<file path="src/rtl/fault_latch_pkg.sv">
// Shared constants for the regulator fault latch block
package fault_latch_pkg;
  // Cycles of core_clk that undervoltage stays blanked after a transition
  localparam int unsigned BLANK_CYCLES = 32;
  localparam int unsigned BLANK_CNT_W = 6;
  // Register byte offsets on the bus
  localparam int unsigned ADDR_W = 8;
  localparam logic [7:0] CTRL_OFS = 8'h00;
  localparam logic [7:0] STATUS_OFS = 8'h04;
  localparam logic [7:0] INT_STATUS_OFS = 8'h08;
  localparam logic [7:0] INT_CLEAR_OFS = 8'h0c;
  localparam logic [7:0] INT_ENABLE_OFS = 8'h10;
  // Control register fields and reset values
  localparam int unsigned CTRL_RUN_BIT = 0;
  localparam logic CTRL_RUN_RESET = 1'b1;
  // Status register fields
  localparam int unsigned ST_OV_BIT = 0;
  localparam int unsigned ST_UV_BIT = 1;
  localparam int unsigned ST_OT_BIT = 2;
  localparam int unsigned ST_BYPASS_BIT = 3;
  localparam int unsigned ST_BLANK_BIT = 4;
  localparam int unsigned ST_PG_BIT = 5;
  // Interrupt event bits, same layout in status, clear and enable
  localparam int unsigned NUM_EVENTS = 4;
  localparam int unsigned EV_OV_BIT = 0;
  localparam int unsigned EV_UV_BIT = 1;
  localparam int unsigned EV_OT_BIT = 2;
  localparam int unsigned EV_PG_LOSS_BIT = 3;
  localparam logic [3:0] INT_ENABLE_RESET = 4'h0;
  // Bus encodings
  localparam logic [1:0] HTRANS_NONSEQ = 2'b10;
  localparam logic HRESP_OKAY = 1'b0;
endpackage : fault_latch_pkg

</file>
<file path="src/rtl/regulator_fault_latch_logic.sv">
// Fault latches, gate-drive forcing, power-good gating and register slave
// Operation
// Fault flags arrive thresholded and synchronous to core_clk
// Each fault owns a set-dominant latch in the state struct
// Clears come from shutdown held low, supply lockout or bypass
// Outside bypass, a flag still high and not blanked during a clear keeps its latch set
// Overvoltage and thermal drive the low side fully on
// Undervoltage only stops switching; both gates then rest low
// The high side is masked by the low side at the pin
// Power good and clock enable hold while the blank timer runs
// Overvoltage reaches both status pins with no flop between
// Clock enable low freezes all flops but not the comb overrides
// Bypass needs the high-voltage detector and a released pin
//
// Timing
// Overvoltage status: same cycle, through comb gating
// Fault latches and gate pins: the edge that samples the flag
// Clear sources act at the edge they are sampled on
// Blanking: the whole transition plus BLANK_CYCLES edges after it
// Register write: lands at the edge that ends its data phase
// Register read: data stands from the edge that takes the address
//
// Register map
// Control holds run enable; status shows latches, modes and power good
// Interrupt status, clear and enable share one event layout
// A write of ones to the clear register drops those bits
// An event in the same cycle as its clear is kept
//
// Limitations
// Flags are not filtered; a one-cycle glitch latches a fault
// The slave has no wait states and ignores hsize, so narrow writes act as words
// Outside bypass, a thermal restart also needs the flag low, so a hot die stays off
// Undervoltage blanking counts enabled clock edges only
// Power-good loss is an event even when a fault caused it
`timescale 1ns/1ps
`default_nettype none
module regulator_fault_latch_logic #(
  parameter int unsigned BLANK_CYCLES = fault_latch_pkg::BLANK_CYCLES
) (
  input wire logic core_clk,
  input wire logic rst_n,
  input wire logic clk_en,
  input wire logic overvoltage_trip,
  input wire logic undervoltage_trip,
  input wire logic thermal_trip,
  input wire logic shutdown_n_in,
  input wire logic shutdown_hv_detect,
  input wire logic supply_lockout,
  input wire logic slew_active,
  input wire logic output_in_regulation,
  input wire logic pwm_high_req,
  input wire logic pwm_low_req,
  output logic low_side_gate_drive,
  output logic high_side_gate_drive,
  output logic power_good_out,
  output logic cpu_clock_enable_n,
  output logic converter_running,
  output logic irq,
  input wire logic hsel,
  input wire logic [31:0] haddr,
  input wire logic [1:0] htrans,
  input wire logic hwrite,
  input wire logic [2:0] hsize,
  input wire logic [31:0] hwdata,
  input wire logic hready,
  output logic hreadyout,
  output logic hresp,
  output logic [31:0] hrdata
);
  import fault_latch_pkg::*;

  typedef struct packed {
    // Fault latches
    logic ov;
    logic uv;
    logic ot;
    // Software-visible registers
    logic run_en;
    logic [NUM_EVENTS-1:0] int_status;
    logic [NUM_EVENTS-1:0] int_enable;
    // Registered pin values
    logic pg;
    logic cpu_clock_enable_n_n;
    logic ls;
    logic hs;
    // Bus pipeline
    logic wr_pend;
    logic [ADDR_W-1:0] wr_addr;
    logic [31:0] rdata;
  } state_s;

  // State register and its next value
  state_s s_r;
  state_s s_nxt;
  // Mode decode
  logic blank;
  logic bypass;
  logic clear_latch;
  // Qualified fault sets
  logic ov_set;
  logic uv_set;
  logic ot_set;
  logic ov_now;
  // Helpers of the next-state process
  logic run_nxt;
  logic force_low;
  // Bus decode
  logic addr_accept;
  logic [NUM_EVENTS-1:0] events;
  logic [NUM_EVENTS-1:0] clr_mask;

  // Undervoltage blanking window after each output transition
  slew_blank_timer #(
    .CYCLES(BLANK_CYCLES)
  ) u_blank (
    .core_clk(core_clk),
    .rst_n(rst_n),
    .clk_en(clk_en),
    .slew_active(slew_active),
    .blank(blank)
  );

  // Bypass needs the high-voltage detector and a released shutdown pin
  assign bypass = shutdown_hv_detect & shutdown_n_in;

  // Latches clear while shutdown is held, under lockout, or in bypass
  assign clear_latch = ~shutdown_n_in | supply_lockout | bypass;

  // Comparator flags already encode the trip thresholds
  assign ov_set = overvoltage_trip & ~bypass;
  assign uv_set = undervoltage_trip & ~bypass & ~blank;
  assign ot_set = thermal_trip & ~bypass;

  // Overvoltage also acts before it is latched, with no cycle of delay
  assign ov_now = s_r.ov | ov_set;

  // Address phase is taken only while the bus is ready
  assign addr_accept = hsel & hready & htrans[1];

  // Next state: fault latches, gate drives, status gating and registers
  always_comb
  begin
    s_nxt = s_r;
    events = '0;
    clr_mask = '0;
    run_nxt = 1'b0;
    force_low = 1'b0;

    // A set in the same cycle as a clear wins, so a live fault stays latched
    s_nxt.ov = ov_set | (s_r.ov & ~clear_latch);
    s_nxt.uv = uv_set | (s_r.uv & ~clear_latch);
    // Outside bypass, thermal cannot clear while its flag is still high
    s_nxt.ot = ot_set | (s_r.ot & ~clear_latch);

    // Register writes land in the data phase after the address is taken
    if (s_r.wr_pend)
    begin
      case (s_r.wr_addr)
        CTRL_OFS:
        begin
          // Run enable lives in one bit
          s_nxt.run_en = hwdata[CTRL_RUN_BIT];
        end
        INT_CLEAR_OFS:
        begin
          // Write-one-to-clear of sticky events
          clr_mask = hwdata[NUM_EVENTS-1:0];
        end
        INT_ENABLE_OFS:
        begin
          // Enables use the event layout
          s_nxt.int_enable = hwdata[NUM_EVENTS-1:0];
        end
        STATUS_OFS,
        INT_STATUS_OFS:
        begin
          // Read-only registers ignore writes
          s_nxt.run_en = s_r.run_en;
        end
        default:
        begin
          // Unmapped offsets are ignored
          s_nxt.run_en = s_r.run_en;
        end
      endcase
    end

    // Converter may switch only with no latched fault and shutdown released
    run_nxt = s_nxt.run_en & shutdown_n_in & ~supply_lockout
              & ~s_nxt.ov & ~s_nxt.uv & ~s_nxt.ot;

    // Overvoltage and thermal force the synchronous rectifier fully on
    force_low = s_nxt.ov | s_nxt.ot;
    // Normal PWM: the low side only when the high side is not asked for
    s_nxt.ls = force_low | (run_nxt & pwm_low_req & ~pwm_high_req);
    s_nxt.hs = ~force_low & run_nxt & pwm_high_req;

    // Status outputs move inside the blanking window only under overvoltage
    if (!blank)
    begin
      s_nxt.pg = run_nxt & output_in_regulation;
      s_nxt.cpu_clock_enable_n_n = ~(run_nxt & output_in_regulation);
    end
    else
    begin
      // Held values stand through the blanking window
      s_nxt.pg = s_r.pg;
      s_nxt.cpu_clock_enable_n_n = s_r.cpu_clock_enable_n_n;
    end
    // A latched overvoltage pulls the held values too, so release is clean
    if (s_nxt.ov)
    begin
      s_nxt.pg = 1'b0;
      s_nxt.cpu_clock_enable_n_n = 1'b1;
    end

    // Interrupt events are rising edges of the latches and loss of power good
    events[EV_OV_BIT] = s_nxt.ov & ~s_r.ov;
    events[EV_UV_BIT] = s_nxt.uv & ~s_r.uv;
    events[EV_OT_BIT] = s_nxt.ot & ~s_r.ot;
    events[EV_PG_LOSS_BIT] = s_r.pg & ~s_nxt.pg;
    // Event wins over a clear written in the same cycle
    s_nxt.int_status = (s_r.int_status & ~clr_mask) | events;

    // Capture address phase for a later write
    s_nxt.wr_pend = addr_accept & hwrite;
    if (addr_accept)
    begin
      s_nxt.wr_addr = haddr[ADDR_W-1:0];
    end

    // Read data is built from next-state values so a write just before is seen
    if (addr_accept && !hwrite)
    begin
      case (haddr[ADDR_W-1:0])
        CTRL_OFS:
        begin
          // Only the run enable bit is defined
          s_nxt.rdata = 32'h0000_0000;
          s_nxt.rdata[CTRL_RUN_BIT] = s_nxt.run_en;
        end
        STATUS_OFS:
        begin
          // Live latch, mode and pin state
          s_nxt.rdata = 32'h0000_0000;
          s_nxt.rdata[ST_OV_BIT] = s_nxt.ov;
          s_nxt.rdata[ST_UV_BIT] = s_nxt.uv;
          s_nxt.rdata[ST_OT_BIT] = s_nxt.ot;
          s_nxt.rdata[ST_BYPASS_BIT] = bypass;
          s_nxt.rdata[ST_BLANK_BIT] = blank;
          s_nxt.rdata[ST_PG_BIT] = s_nxt.pg;
        end
        INT_STATUS_OFS:
        begin
          // Sticky events, including one set this cycle
          s_nxt.rdata = {{(32-NUM_EVENTS){1'b0}}, s_nxt.int_status};
        end
        INT_CLEAR_OFS:
        begin
          // Write-only clear register reads back as zero
          s_nxt.rdata = 32'h0000_0000;
        end
        INT_ENABLE_OFS:
        begin
          s_nxt.rdata = {{(32-NUM_EVENTS){1'b0}}, s_nxt.int_enable};
        end
        default:
        begin
          // Unmapped offsets read as zero
          s_nxt.rdata = 32'h0000_0000;
        end
      endcase
    end
  end

  // Single state register; clock enable low freezes everything
  always_ff @(posedge core_clk or negedge rst_n)
  begin
    if (!rst_n)
    begin
      // Supply power-on clears every fault latch
      s_r.ov <= 1'b0;
      s_r.uv <= 1'b0;
      s_r.ot <= 1'b0;
      // Registers to their reset values
      s_r.run_en <= CTRL_RUN_RESET;
      s_r.int_status <= '0;
      s_r.int_enable <= INT_ENABLE_RESET;
      // Pins to safe levels: gates off, power good low
      s_r.pg <= 1'b0;
      s_r.cpu_clock_enable_n_n <= 1'b1;
      s_r.ls <= 1'b0;
      s_r.hs <= 1'b0;
      // Bus pipeline idle
      s_r.wr_pend <= 1'b0;
      s_r.wr_addr <= '0;
      s_r.rdata <= 32'h0000_0000;
    end
    else if (clk_en)
    begin
      s_r <= s_nxt;
    end
  end

  // Gate drives come from flip-flops, the high side masked by the low side, never both high
  assign low_side_gate_drive = s_r.ls;
  assign high_side_gate_drive = s_r.hs & ~s_r.ls;

  // Overvoltage overrides the frozen values at once, even while blanked
  assign power_good_out = s_r.pg & ~ov_now;
  assign cpu_clock_enable_n = s_r.cpu_clock_enable_n_n | ov_now;

  // Switching allowed: no latched fault, shutdown released, supply good
  assign converter_running = s_r.run_en & shutdown_n_in & ~supply_lockout
                             & ~s_r.ov & ~s_r.uv & ~s_r.ot;

  // Level interrupt while any enabled sticky bit is set
  assign irq = |(s_r.int_status & s_r.int_enable);

  // Zero-wait slave; every transfer answers OKAY
  assign hreadyout = 1'b1;
  assign hresp = HRESP_OKAY;

  // Read data stands in its flop until the next read is taken
  assign hrdata = s_r.rdata;
endmodule : regulator_fault_latch_logic
`default_nettype wire

</file>
<file path="src/rtl/slew_blank_timer.sv">
// Blanking window: active during a transition and a fixed count after it
`timescale 1ns/1ps
`default_nettype none
module slew_blank_timer #(
  parameter int unsigned CYCLES = fault_latch_pkg::BLANK_CYCLES
) (
  input wire logic core_clk,
  input wire logic rst_n,
  input wire logic clk_en,
  input wire logic slew_active,
  output logic blank
);
  import fault_latch_pkg::*;

  typedef struct packed {
    logic [BLANK_CNT_W-1:0] cnt;
  } timer_s;

  timer_s s_r;
  timer_s s_nxt;

  // Reload while slewing, then count down once the final code is set
  always_comb
  begin
    s_nxt = s_r;
    if (slew_active)
    begin
      s_nxt.cnt = BLANK_CNT_W'(CYCLES);
    end
    else if (s_r.cnt != '0)
    begin
      s_nxt.cnt = s_r.cnt - BLANK_CNT_W'(1);
    end
  end

  always_ff @(posedge core_clk or negedge rst_n)
  begin
    if (!rst_n)
    begin
      s_r <= '0;
    end
    else if (clk_en)
    begin
      s_r <= s_nxt;
    end
  end

  // Blank stays high for exactly CYCLES edges after slew_active drops
  assign blank = slew_active | (s_r.cnt != '0);
endmodule : slew_blank_timer
`default_nettype wire

</file>
<file path="config.mk">
export PLATFORM = sky130hd
export DESIGN_NAME = regulator_fault_latch_logic
export DESIGN_NICKNAME = d
export VERILOG_FILES = /design/src/rtl/fault_latch_pkg.sv /design/src/rtl/regulator_fault_latch_logic.sv /design/src/rtl/slew_blank_timer.sv
export SDC_FILE = /design/constraint.sdc
export NUM_CORES = 1
export LEC_CHECK = 0
export ABC_AREA = 1
export BUFFER_PORTS_ARGS = -buffer_cell sky130_fd_sc_hd__buf_2
export CAP_MARGIN = 20
export CORE_ASPECT_RATIO = 1.75
export CORE_MARGIN = 2
export CORE_UTILIZATION = 40
export DETAILED_ROUTE_END_ITERATION = 16
export PLACE_DENSITY_LB_ADDON = 0.3
export SLEW_MARGIN = 40
export SYNTH_ARGS = -nofsm -noshare
export SYNTH_HDL_FRONTEND = slang
export SYNTH_SLANG_ARGS = --single-unit
export TNS_END_PERCENT = 10
</file>
<file path="constraint.sdc">
create_clock -name core_clk -period 1.8 [get_ports core_clk]
set_clock_uncertainty 0.15 [all_clocks]
set_input_delay 0.36 -clock core_clk [delete_from_list [all_inputs] [get_ports core_clk]]
set_output_delay 0.36 -clock core_clk [all_outputs]
set_load 0.05 [all_outputs]
</file>
==> results_dict.tcl, run 1 <==
set metrics [dict create \
    status "finished with violations" \
    violations "negative setup slack" \
    path_clk_slew_ps 80 \
    htree_levels 2 \
    globalplace.congestion 0.806 \
    rsz0062_at_grt "yes" \
    max_clock_freq_mhz 553 \
    fin_ws_ps -8.83 \
    endpoint_kind "output pin" \
    drive_above_1_share_pct 27.9 \
    yosys_warnings 0 \
    critPathMaxFanout 3 \
    synth_top_area_share_pct 38.4 \
    fin_crit_sh_pct 100 \
    synth_area_leader_cell "dfrtp_1" \
    hpwl_um 3880 \
    timing.hold.ws_ps 120 \
    final_cells 435 \
    setup_viol 1 \
    grt_pass1_wl_um 8540 \
    drt-wirelength-per-cell_um 11.5 \
    synthDistinctLibCells 32 \
    track_usage_pct 17.6 \
    totalWireLength_um 4980 \
    io_pins 125 \
    antenna_found_initial 0 \
    fp.dieW_um 61.1 \
    ys_seq_area_share_pct 40.7 \
    cap_viol_max_count 0 \
    grt_pass1_vias 1920 \
    clockBufferDepth 2 \
    gr-total-overflow 0 \
    die_h_um 104 \
    viasPerCell 4.57 \
    synth-seq-cells 37 \
    numClockSinks 37 \
    peakVddDrop_mv 0.478 \
    worstSetupStartpointType "register" \
    slew_viol_final 0 \
    start_util_pct 41.2 \
    drtIter0Drc 66 \
    clk_latency_ps 290 \
    vias 1987 \
    cts_tree "done" \
    grt_max_degree 38 \
    syn_area_mm2 0.00228 \
    final_nets 445 \
    dieArea_mm2 0.00635 \
    io_buffers 40 \
    rrSetupSlack_ps 30 \
    fp.coreArea_mm2 0.00554 \
    area_growth_pct 18.7 \
    ant_nets 0 \
    power.density_mw_per_mm2 953 \
    cp.arrival_ps 1300 \
    dp.cells 419 \
    drc 0 \
    rows 36 \
    dr.pass1.iters 4 \
    finalHoldViolCount 0 \
    power_mw 2.58 \
    critical_path_class "reg2out" \
    cts_inserted_buffers 5 \
    syn_avg_cell_area_um2 7.50 \
    fin_crit_ps 1810 \
    hold_path_class "in2reg" \
    cp.required_ps 1290 \
    antenna_cells 0 \
    final_cell_mix "nand2_1 (87), buf_2 (38), dfrtp_1 (35)" \
    final_common_cell "nand2_1" \
    syn-instance-count 304 \
    yosys-top-cells-area "dfrtp_1 (38%), nand2_1 (15%), buf_4 (11%), inv_1 (4.4%), o21ai_1 (3.9%)" \
    cellLeakagePower_nw 1.39 \
    root_buffer "clkbuf_8" \
]
-- cell families (layout without fill, tap and decap cells) --
logic type / Yosys count / count (layout) / share of synthesized area [%]
AO/OA/AOI/OAI: 44 / 44 / 10.5
adder cells (fa/ha/maj): 2 / 2 / 1.10
buffers and inverters: 71 / 100 / 17.3
flip-flops: 37 / 37 / 40.7
other: 2 / 28 / 0.329
AND/OR/NAND/NOR: 148 / 148 / 30.1
-- registers in the layout, indices dropped and copies added, names as in the netlist --
register / count
hrdata: 6
low_side_gate_drive: 1
s_r: 24
u_blank.s_r: 6
-- layer usage --
metal  track usage, %  routed length (um)  up-vias
met5                0                   0        -
met4             5.90                  97        0
met3             3.11                 261        8
met2             31.0                2670       62
met1             20.4                1950      906
li1                 -                   -     1011
-- Yosys cell counts --
| library cell | number |
|---|---|
| nor2_2 | 3 |
| inv_1 | 27 |
| a31oi_1 | 2 |
| o21ai_0 | 12 |
| o22ai_1 | 1 |
| or2_4 | 1 |
| nor3_1 | 6 |
| nor2_1 | 17 |
| buf_4 | 34 |
| dfstp_2 | 2 |
| o211ai_1 | 3 |
| nand3_1 | 9 |
| nor2_4 | 3 |
| clkbuf_1 | 3 |
| a22o_1 | 1 |
| a21oi_1 | 6 |
| nand4_1 | 4 |
| conb_1 | 2 |
| nand2_2 | 7 |
| inv_2 | 5 |
| o21ai_2 | 1 |
| o21ai_1 | 18 |
| ha_1 | 2 |
| nand3_2 | 2 |
| dfrtp_1 | 35 |
| nand2_1 | 90 |
| clkinv_1 | 2 |
| or2_1 | 1 |
| nor4_4 | 1 |
| nor3b_1 | 1 |
| nor3_2 | 1 |
| nand3b_1 | 2 |
-- metrics by stage --
step	utilization (%)	instance area (um^2)	setup slack [ps]	setup TNS (ps)
2_1_floorplan	-	2380	-1.25	-1.25
3_3_place_gp	45.1	2500	8.39	0
3_5_place_dp	45.1	2500	-11.8	-11.8
4_1_cts	47.7	2640	-0.845	-0.845
5_1_grt	48.8	2710	-107	-439
6_report	48.8	2710	-8.83	-8.83
-- path summary, 6_finish.rpt --
check	start	endpoint	depth (start not counted)
setup / recovery	s_r[53]	converter_running	3
max in group asynchronous	rst_n	s_r[53]	3
hold / removal	haddr[0]	s_r[32]	3
min in group asynchronous	rst_n	u_blank.s_r[2]	3
hold reg to reg	hrdata[1]	hrdata[1]	2
setup reg to reg	s_r[32]	hrdata[0]	9
-- power breakdown --
part           internal, mW  switching (mW)
Combinational         0.281           0.549
Clock                 0.346           0.309
Sequential            0.983           0.109
-- worst max-delay path, cell delays in order, from the launching register on --
cell and delay, ps:
dfstp_2 550, nand3_1 90, nor3_2 180, buf_6 190
-- area by class of cell --
class                           instances  area [um^2]
Tap cell                               76         95.1
Inverter                               34          128
Timing Repair Buffer                   58          363
Sequential cell                        37          928
Clock inverter                          1         5.00
Fill cell                             570         2830
Clock buffer                            7         96.3
Multi-Input combinational cell        222         1090
-- timing repair --
| action | CTS | global route |
|---|---|---|
| buffers inserted | 2 | 5 |
| hold endpoints to repair | 35 | 0 |
| gates resized for setup | 4 | 9 |
| pin swaps | 2 | 7 |
| endpoints found under the setup margin | 3 | 11 |
| hold buffers | 1 | 0 |
(Power assumes the default switching activity.)
==> inputs of run 2 (changes only) <==
CORE_ASPECT_RATIO = 0.8   (was 1.75)
SKIP_CTS_REPAIR_TIMING = 1   (was default)
==> run 2 against run 1 <==
Net effect:
- the flow still finishes with violations (negative setup slack)
- highest routed layer unchanged
- combinational power up 11%
- cell count increased by 1.1%
- maximum frequency is 0.42% higher
- largest cell class unchanged
==> results_dict.tcl, run 2 (same netlist as run 1, synthesis figures left out) <==
set metrics [dict create \
    post_dp_cell_area_mm2 0.00252 \
    area_growth_pct 23.9 \
    clockBufferDepth 2 \
    endpoint_kind "output pin" \
    finalSetupTns_ps -1.19 \
    hpwl_um 3860 \
    fin_ws_ps -1.19 \
    grt_util_met1_pct 26.3 \
    fin_crit_ps 1800 \
    power_mw 2.78 \
    io_buffers 40 \
    gr-max-usage-layer "met1" \
    track_usage_pct 17.4 \
    seq_area_um2 930 \
    path_clk_slew_ps 90 \
    grt_pass1_vias 1860 \
    rsz0062_at_grt "yes" \
    die_h_um 71.5 \
    rows 24 \
    grt_pass1_wl_um 8490 \
    grt_max_degree 38 \
    cts_inserted_buffers 5 \
    max_clock_freq_mhz 555 \
    slew_viol_final 0 \
    drt-wirelength-per-cell_um 11.7 \
    fp.dieW_um 88.4 \
    path_cells "nand3_1 > nor3_2 > buf_6" \
    start_util_pct 41.7 \
    worst_path_max_delay_cell "dfstp_2" \
    rrSetupSlack_ps 30 \
    final_cell_mix "nand2_1 (81), buf_2 (38), dfrtp_1 (34)" \
    rr_worst_depth 9 \
    drtIter0Drc 100 \
    drive_above_1_share_pct 33.1 \
    top_register "s_r" \
    hold_path_class "in2reg" \
    violations "negative setup slack" \
    r2r_start "s_r[38]" \
    cp_num_buf_inv 1 \
    worstSetupStartpointType "register" \
    critical_path_class "reg2out" \
    cp-endpoint "converter_running" \
    design_area_mm2 0.00283 \
    cp.arrival_ps 1290 \
    fin_crit_sh_pct 100 \
    cap_viol_max_count 0 \
    vias 1983 \
    multi_input_area_mm2 0.00117 \
    status "finished with violations" \
    final_common_cell "nand2_1" \
    numClockSinks 37 \
    cpPeakStageDelay_ps 560 \
    globalplace.congestion 0.837 \
    viasPerCell 4.51 \
    fillers 541 \
    final_nets 448 \
    critPathMaxFanout 3 \
    use_met3_pct 5.18 \
    root_buffer "clkbuf_8" \
    cp.required_ps 1290 \
    gr-total-overflow 0 \
    finalCoreUtilization_pct 51.7 \
    ant_nets 0 \
    antenna_found_initial 0 \
    fp.coreArea_mm2 0.00547 \
    drc 0 \
    critPathTopFamily "flip-flops" \
    critPathLaunch "s_r[53]" \
    peakVddDrop_mv 0.396 \
    use_met2_pct 22.9 \
    dieArea_mm2 0.00633 \
    dr.pass1.iters 4 \
    finalHoldViolCount 0 \
    largest_reg_flops 24 \
    power.density_mw_per_mm2 983 \
    io_pins 125 \
    r2r-end "hrdata[0]" \
    cts_tree "done" \
    pre_cts_slack_ps -10.1 \
    cp.depth 3 \
    setup_viol 1 \
    antenna_cells 0 \
    htree_levels 2 \
    clk_latency_ps 300 \
    cellLeakagePower_nw 1.42 \
    totalWireLength_um 5170 \
]
run 2: layout make-up:
cell class                 instances  area share (%)
multi-input combinational        222            41.4
sequential                        37            32.9
timing repair buffer              61            13.6
inverter                          34            4.52
tap                               78            3.45
clock buffer                       5            2.44
clock inverter                     3            1.64
run 2: worst min path at each step:
stage | startpoint | slack [ps] | depth (start not counted) | to
floorplan | rst_n | -90 | 0 | hrdata[0]
global placement | rst_n | 190 | 2 | u_blank.s_r[2]
detailed placement | rst_n | 190 | 2 | u_blank.s_r[2]
CTS | rst_n | -140 | 2 | hrdata[0]
global route | haddr[1] | 100 | 3 | s_r[33]
finish | haddr[1] | 100 | 3 | s_r[33]
run 2: tightest hold or removal path, cell delays in order:
cell	delay [ps]
buf_2	80
nand2_1	40
nand2_1	40
run 2: power by group:
| group | internal (mW) | switching (mW) |
|---|---|---|
| clock | 0.415 | 0.332 |
| combinational | 0.331 | 0.589 |
| sequential | 0.984 | 0.125 |
| total | 1.73 | 1.05 |
run 2: routing by layer:
| layer | part of all wire [%] | up-vias | routed length [um] |
|---|---|---|---|
| met5 | 0 | - | 0 |
| met4 | 1.6 | 0 | 81 |
| met3 | 6.3 | 8 | 327 |
| met2 | 42 | 60 | 2160 |
| met1 | 50 | 893 | 2600 |
| li1 | - | 1022 | - |
run 2: through the flow:
step | instances | hold WS (ps)
floorplan | 330 | -85.6
global placement | 424 | 189
detailed placement | 424 | 191
CTS | 432 | -143
global route | 440 | 102
finish | 440 | 100
==> inputs of run 3 (changes only) <==
CORE_UTILIZATION = 25   (was 40)
SYNTH_HIERARCHICAL = 1   (was default)
==> run 3 against run 2 <==
Net effect:
- the run now ends clean
- highest routed layer unchanged
- worst setup slack better by 3.9 ps
- register-to-register slack worse by 30 ps
- worst hold slack better by 42 ps
- sequential power is essentially flat
- routed wire length is 15% higher
- largest power group is now combinational logic
- largest cell class unchanged
- utilization is 18 points lower
==> results_dict.tcl, run 3 <==
set metrics [dict create \
    slew_viol_final 0 \
    track_usage_pct 11.8 \
    antenna_found_initial 0 \
    status "complete, no violations" \
    endpoint_kind "register" \
    root_buffer "clkbuf_16" \
    syn_avg_cell_area_um2 7.47 \
    numClockSinks 37 \
    drive_above_1_share_pct 31.1 \
    syn_area_mm2 0.00237 \
    fin_crit_ps 1800 \
    cts_tree "done" \
    vias 2079 \
    clockBufferDepth 2 \
    worstSetupStartpointType "register" \
    start_util_pct 26.0 \
    final_cell_mix "nand2_1 (81), inv_1 (38), buf_2 (37)" \
    htree_levels 2 \
    rr_worst_depth 12 \
    globalplace.congestion 0.833 \
    r2r-end "hrdata[5]" \
    synth_area_leader_cell "dfrtp_1" \
    final_common_cell "nand2_1" \
    ant_nets 0 \
    synth_top_area_share_pct 37.0 \
    drt-wirelength-per-cell_um 12.0 \
    grt_pass1_wl_um 9560 \
    synth.most_common_cell "nand2_1" \
    final_nets 469 \
    io_buffers 40 \
    timing.hold.ws_ps 142 \
    synthFlopType "dfrtp_1" \
    cp.required_ps 1820 \
    fin_crit_sh_pct 99.8 \
    io_pins 125 \
    cts_inserted_buffers 5 \
    dieArea_mm2 0.0103 \
    gr-total-overflow 0 \
    r2r_start "u_blank/s_r[1]" \
    cp-endpoint "hrdata[5]" \
    path_clk_slew_ps 60 \
    power_mw 3.40 \
    synth-edff-count 0 \
    largest_reg_flops 24 \
    max_clock_freq_mhz 556 \
    critical_path_class "reg2reg" \
    totalWireLength_um 5970 \
    synthDistinctLibCells 32 \
    cap_viol_max_count 0 \
    grt_pass1_vias 1914 \
    rrSetupSlack_ps 3 \
    power.density_mw_per_mm2 1110 \
    yosys_warnings 6 \
    rsz0062_at_grt "yes" \
    hold_path_class "in2reg" \
    drc 0 \
    critPathLaunch "u_blank/s_r[1]" \
    setup_viol 0 \
    top_register "s_r" \
    dr.pass1.iters 4 \
    grt_max_degree 26 \
    async_flop_share_pct 100 \
    viasPerCell 4.17 \
    hpwl_um 4710 \
    yosys-top-cells-area "dfrtp_1 (37%), nand2_1 (13%), buf_4 (11%), inv_1 (6.5%), o21ai_0 (6.3%)" \
    fp.dieW_um 113 \
    finalHoldViolCount 0 \
    critPathMaxFanout 3 \
    peakVddDrop_mv 0.427 \
    syn-instance-count 317 \
    rows 31 \
    ys_seq_area_share_pct 39.2 \
    synth-seq-cells 37 \
    cp.arrival_ps 1820 \
    clk_latency_ps 290 \
    area_growth_pct 29.0 \
    die_h_um 91.0 \
    drtIter0Drc 97 \
    antenna_cells 0 \
    synth_commonest_cells "nand2_1 (84), inv_1 (41), dfrtp_1 (35)" \
    cellLeakagePower_nw 1.56 \
    fp.coreArea_mm2 0.00911 \
]
==> run 3: changes by cell type in the layout (fill, tap and decap cells not counted), sizes merged, moves of 2 or more <==
cell | before | now
nand4 | 4 | 8
nor2 | 23 | 25
nor3 | 7 | 4
o21ai | 31 | 37
nand2 | 97 | 88
nand3 | 11 | 14
buf | 60 | 71
inv | 32 | 41
clkinv | 3 | 0
==> run 3: critical path: stages (launching register included) <==
cell	delay, ps
dfrtp_1	380
inv_2	80
ha_4	140
nand4_4	130
nor2_4	130
nor2_4	50
nand2_2	80
nor2_4	40
nand3_2	90
buf_4	120
nand2_1	60
o211ai_1	150
nand2_1	80
==> run 3: per-stage QoR <==
step	utilization (%)	instance area [um^2]	worst slack, ps	TNS [ps]	std cells
floorplan	-	2470	-176	-197	343
global placement	30.1	2740	-113	-507	487
detailed placement	30.1	2740	-133	-570	487
CTS	32.0	2920	-140	-698	495
global route	33.5	3050	-90.1	-284	498
finish	33.5	3050	2.74	0	498
==> run 3: power by group <==
| group | total [mW] | internal [mW] | switching, mW | leakage (nW) |
|---|---|---|---|---|
| sequential | 1.13 | 0.997 | 0.137 | 0.476 |
| clock | 1.06 | 0.692 | 0.365 | 0.0831 |
| combinational | 1.21 | 0.478 | 0.733 | 1.00 |
==> run 3: worst min-delay path by stage <==
| stage | from | to | depth (start not counted) |
|---|---|---|---|
| 6_report | haddr[6] | s_r[38] | 3 |
| 5_1_grt | haddr[7] | s_r[39] | 3 |
| 4_1_cts | rst_n | u_blank/s_r[3] | 1 |
| 3_5_place_dp | rst_n | u_blank/s_r[2] | 1 |
| 3_3_place_gp | rst_n | u_blank/s_r[3] | 1 |
| 2_1_floorplan | rst_n | hrdata[0] | 0 |
==> run 3: cells by family after synthesis <==
kind of cell	Yosys count	share of synthesized area, %
AO/OA/AOI/OAI	51	12.3
XOR/XNOR	1	0.370
adder cells (fa/ha/maj)	2	1.06
buffers and inverters	81	19.2
flip-flops	37	39.2
other	2	0.317
AND/OR/NAND/NOR	143	27.5
==> run 3: area by class of cell <==
cell class              instances  area [um^2]
fillers                       968         6060
clock buffers                   6          139
well taps                     115          144
repair buffers                 72          474
multi-input cells             225         1180
flip-flops and latches         37          928
clock inverters                 2         37.5
inverters                      41          154
==> run 3: routing by layer <==
layer / vias up / share of wire (%) / global-route usage (%)
met3: 4 / 6.5 / 2.80
met1: 939 / 51 / 18.2
li1: 1077 / - / -
met2: 59 / 42 / 16.3
met4: 0 / 0.65 / 2.74
met5: - / 0 / 0
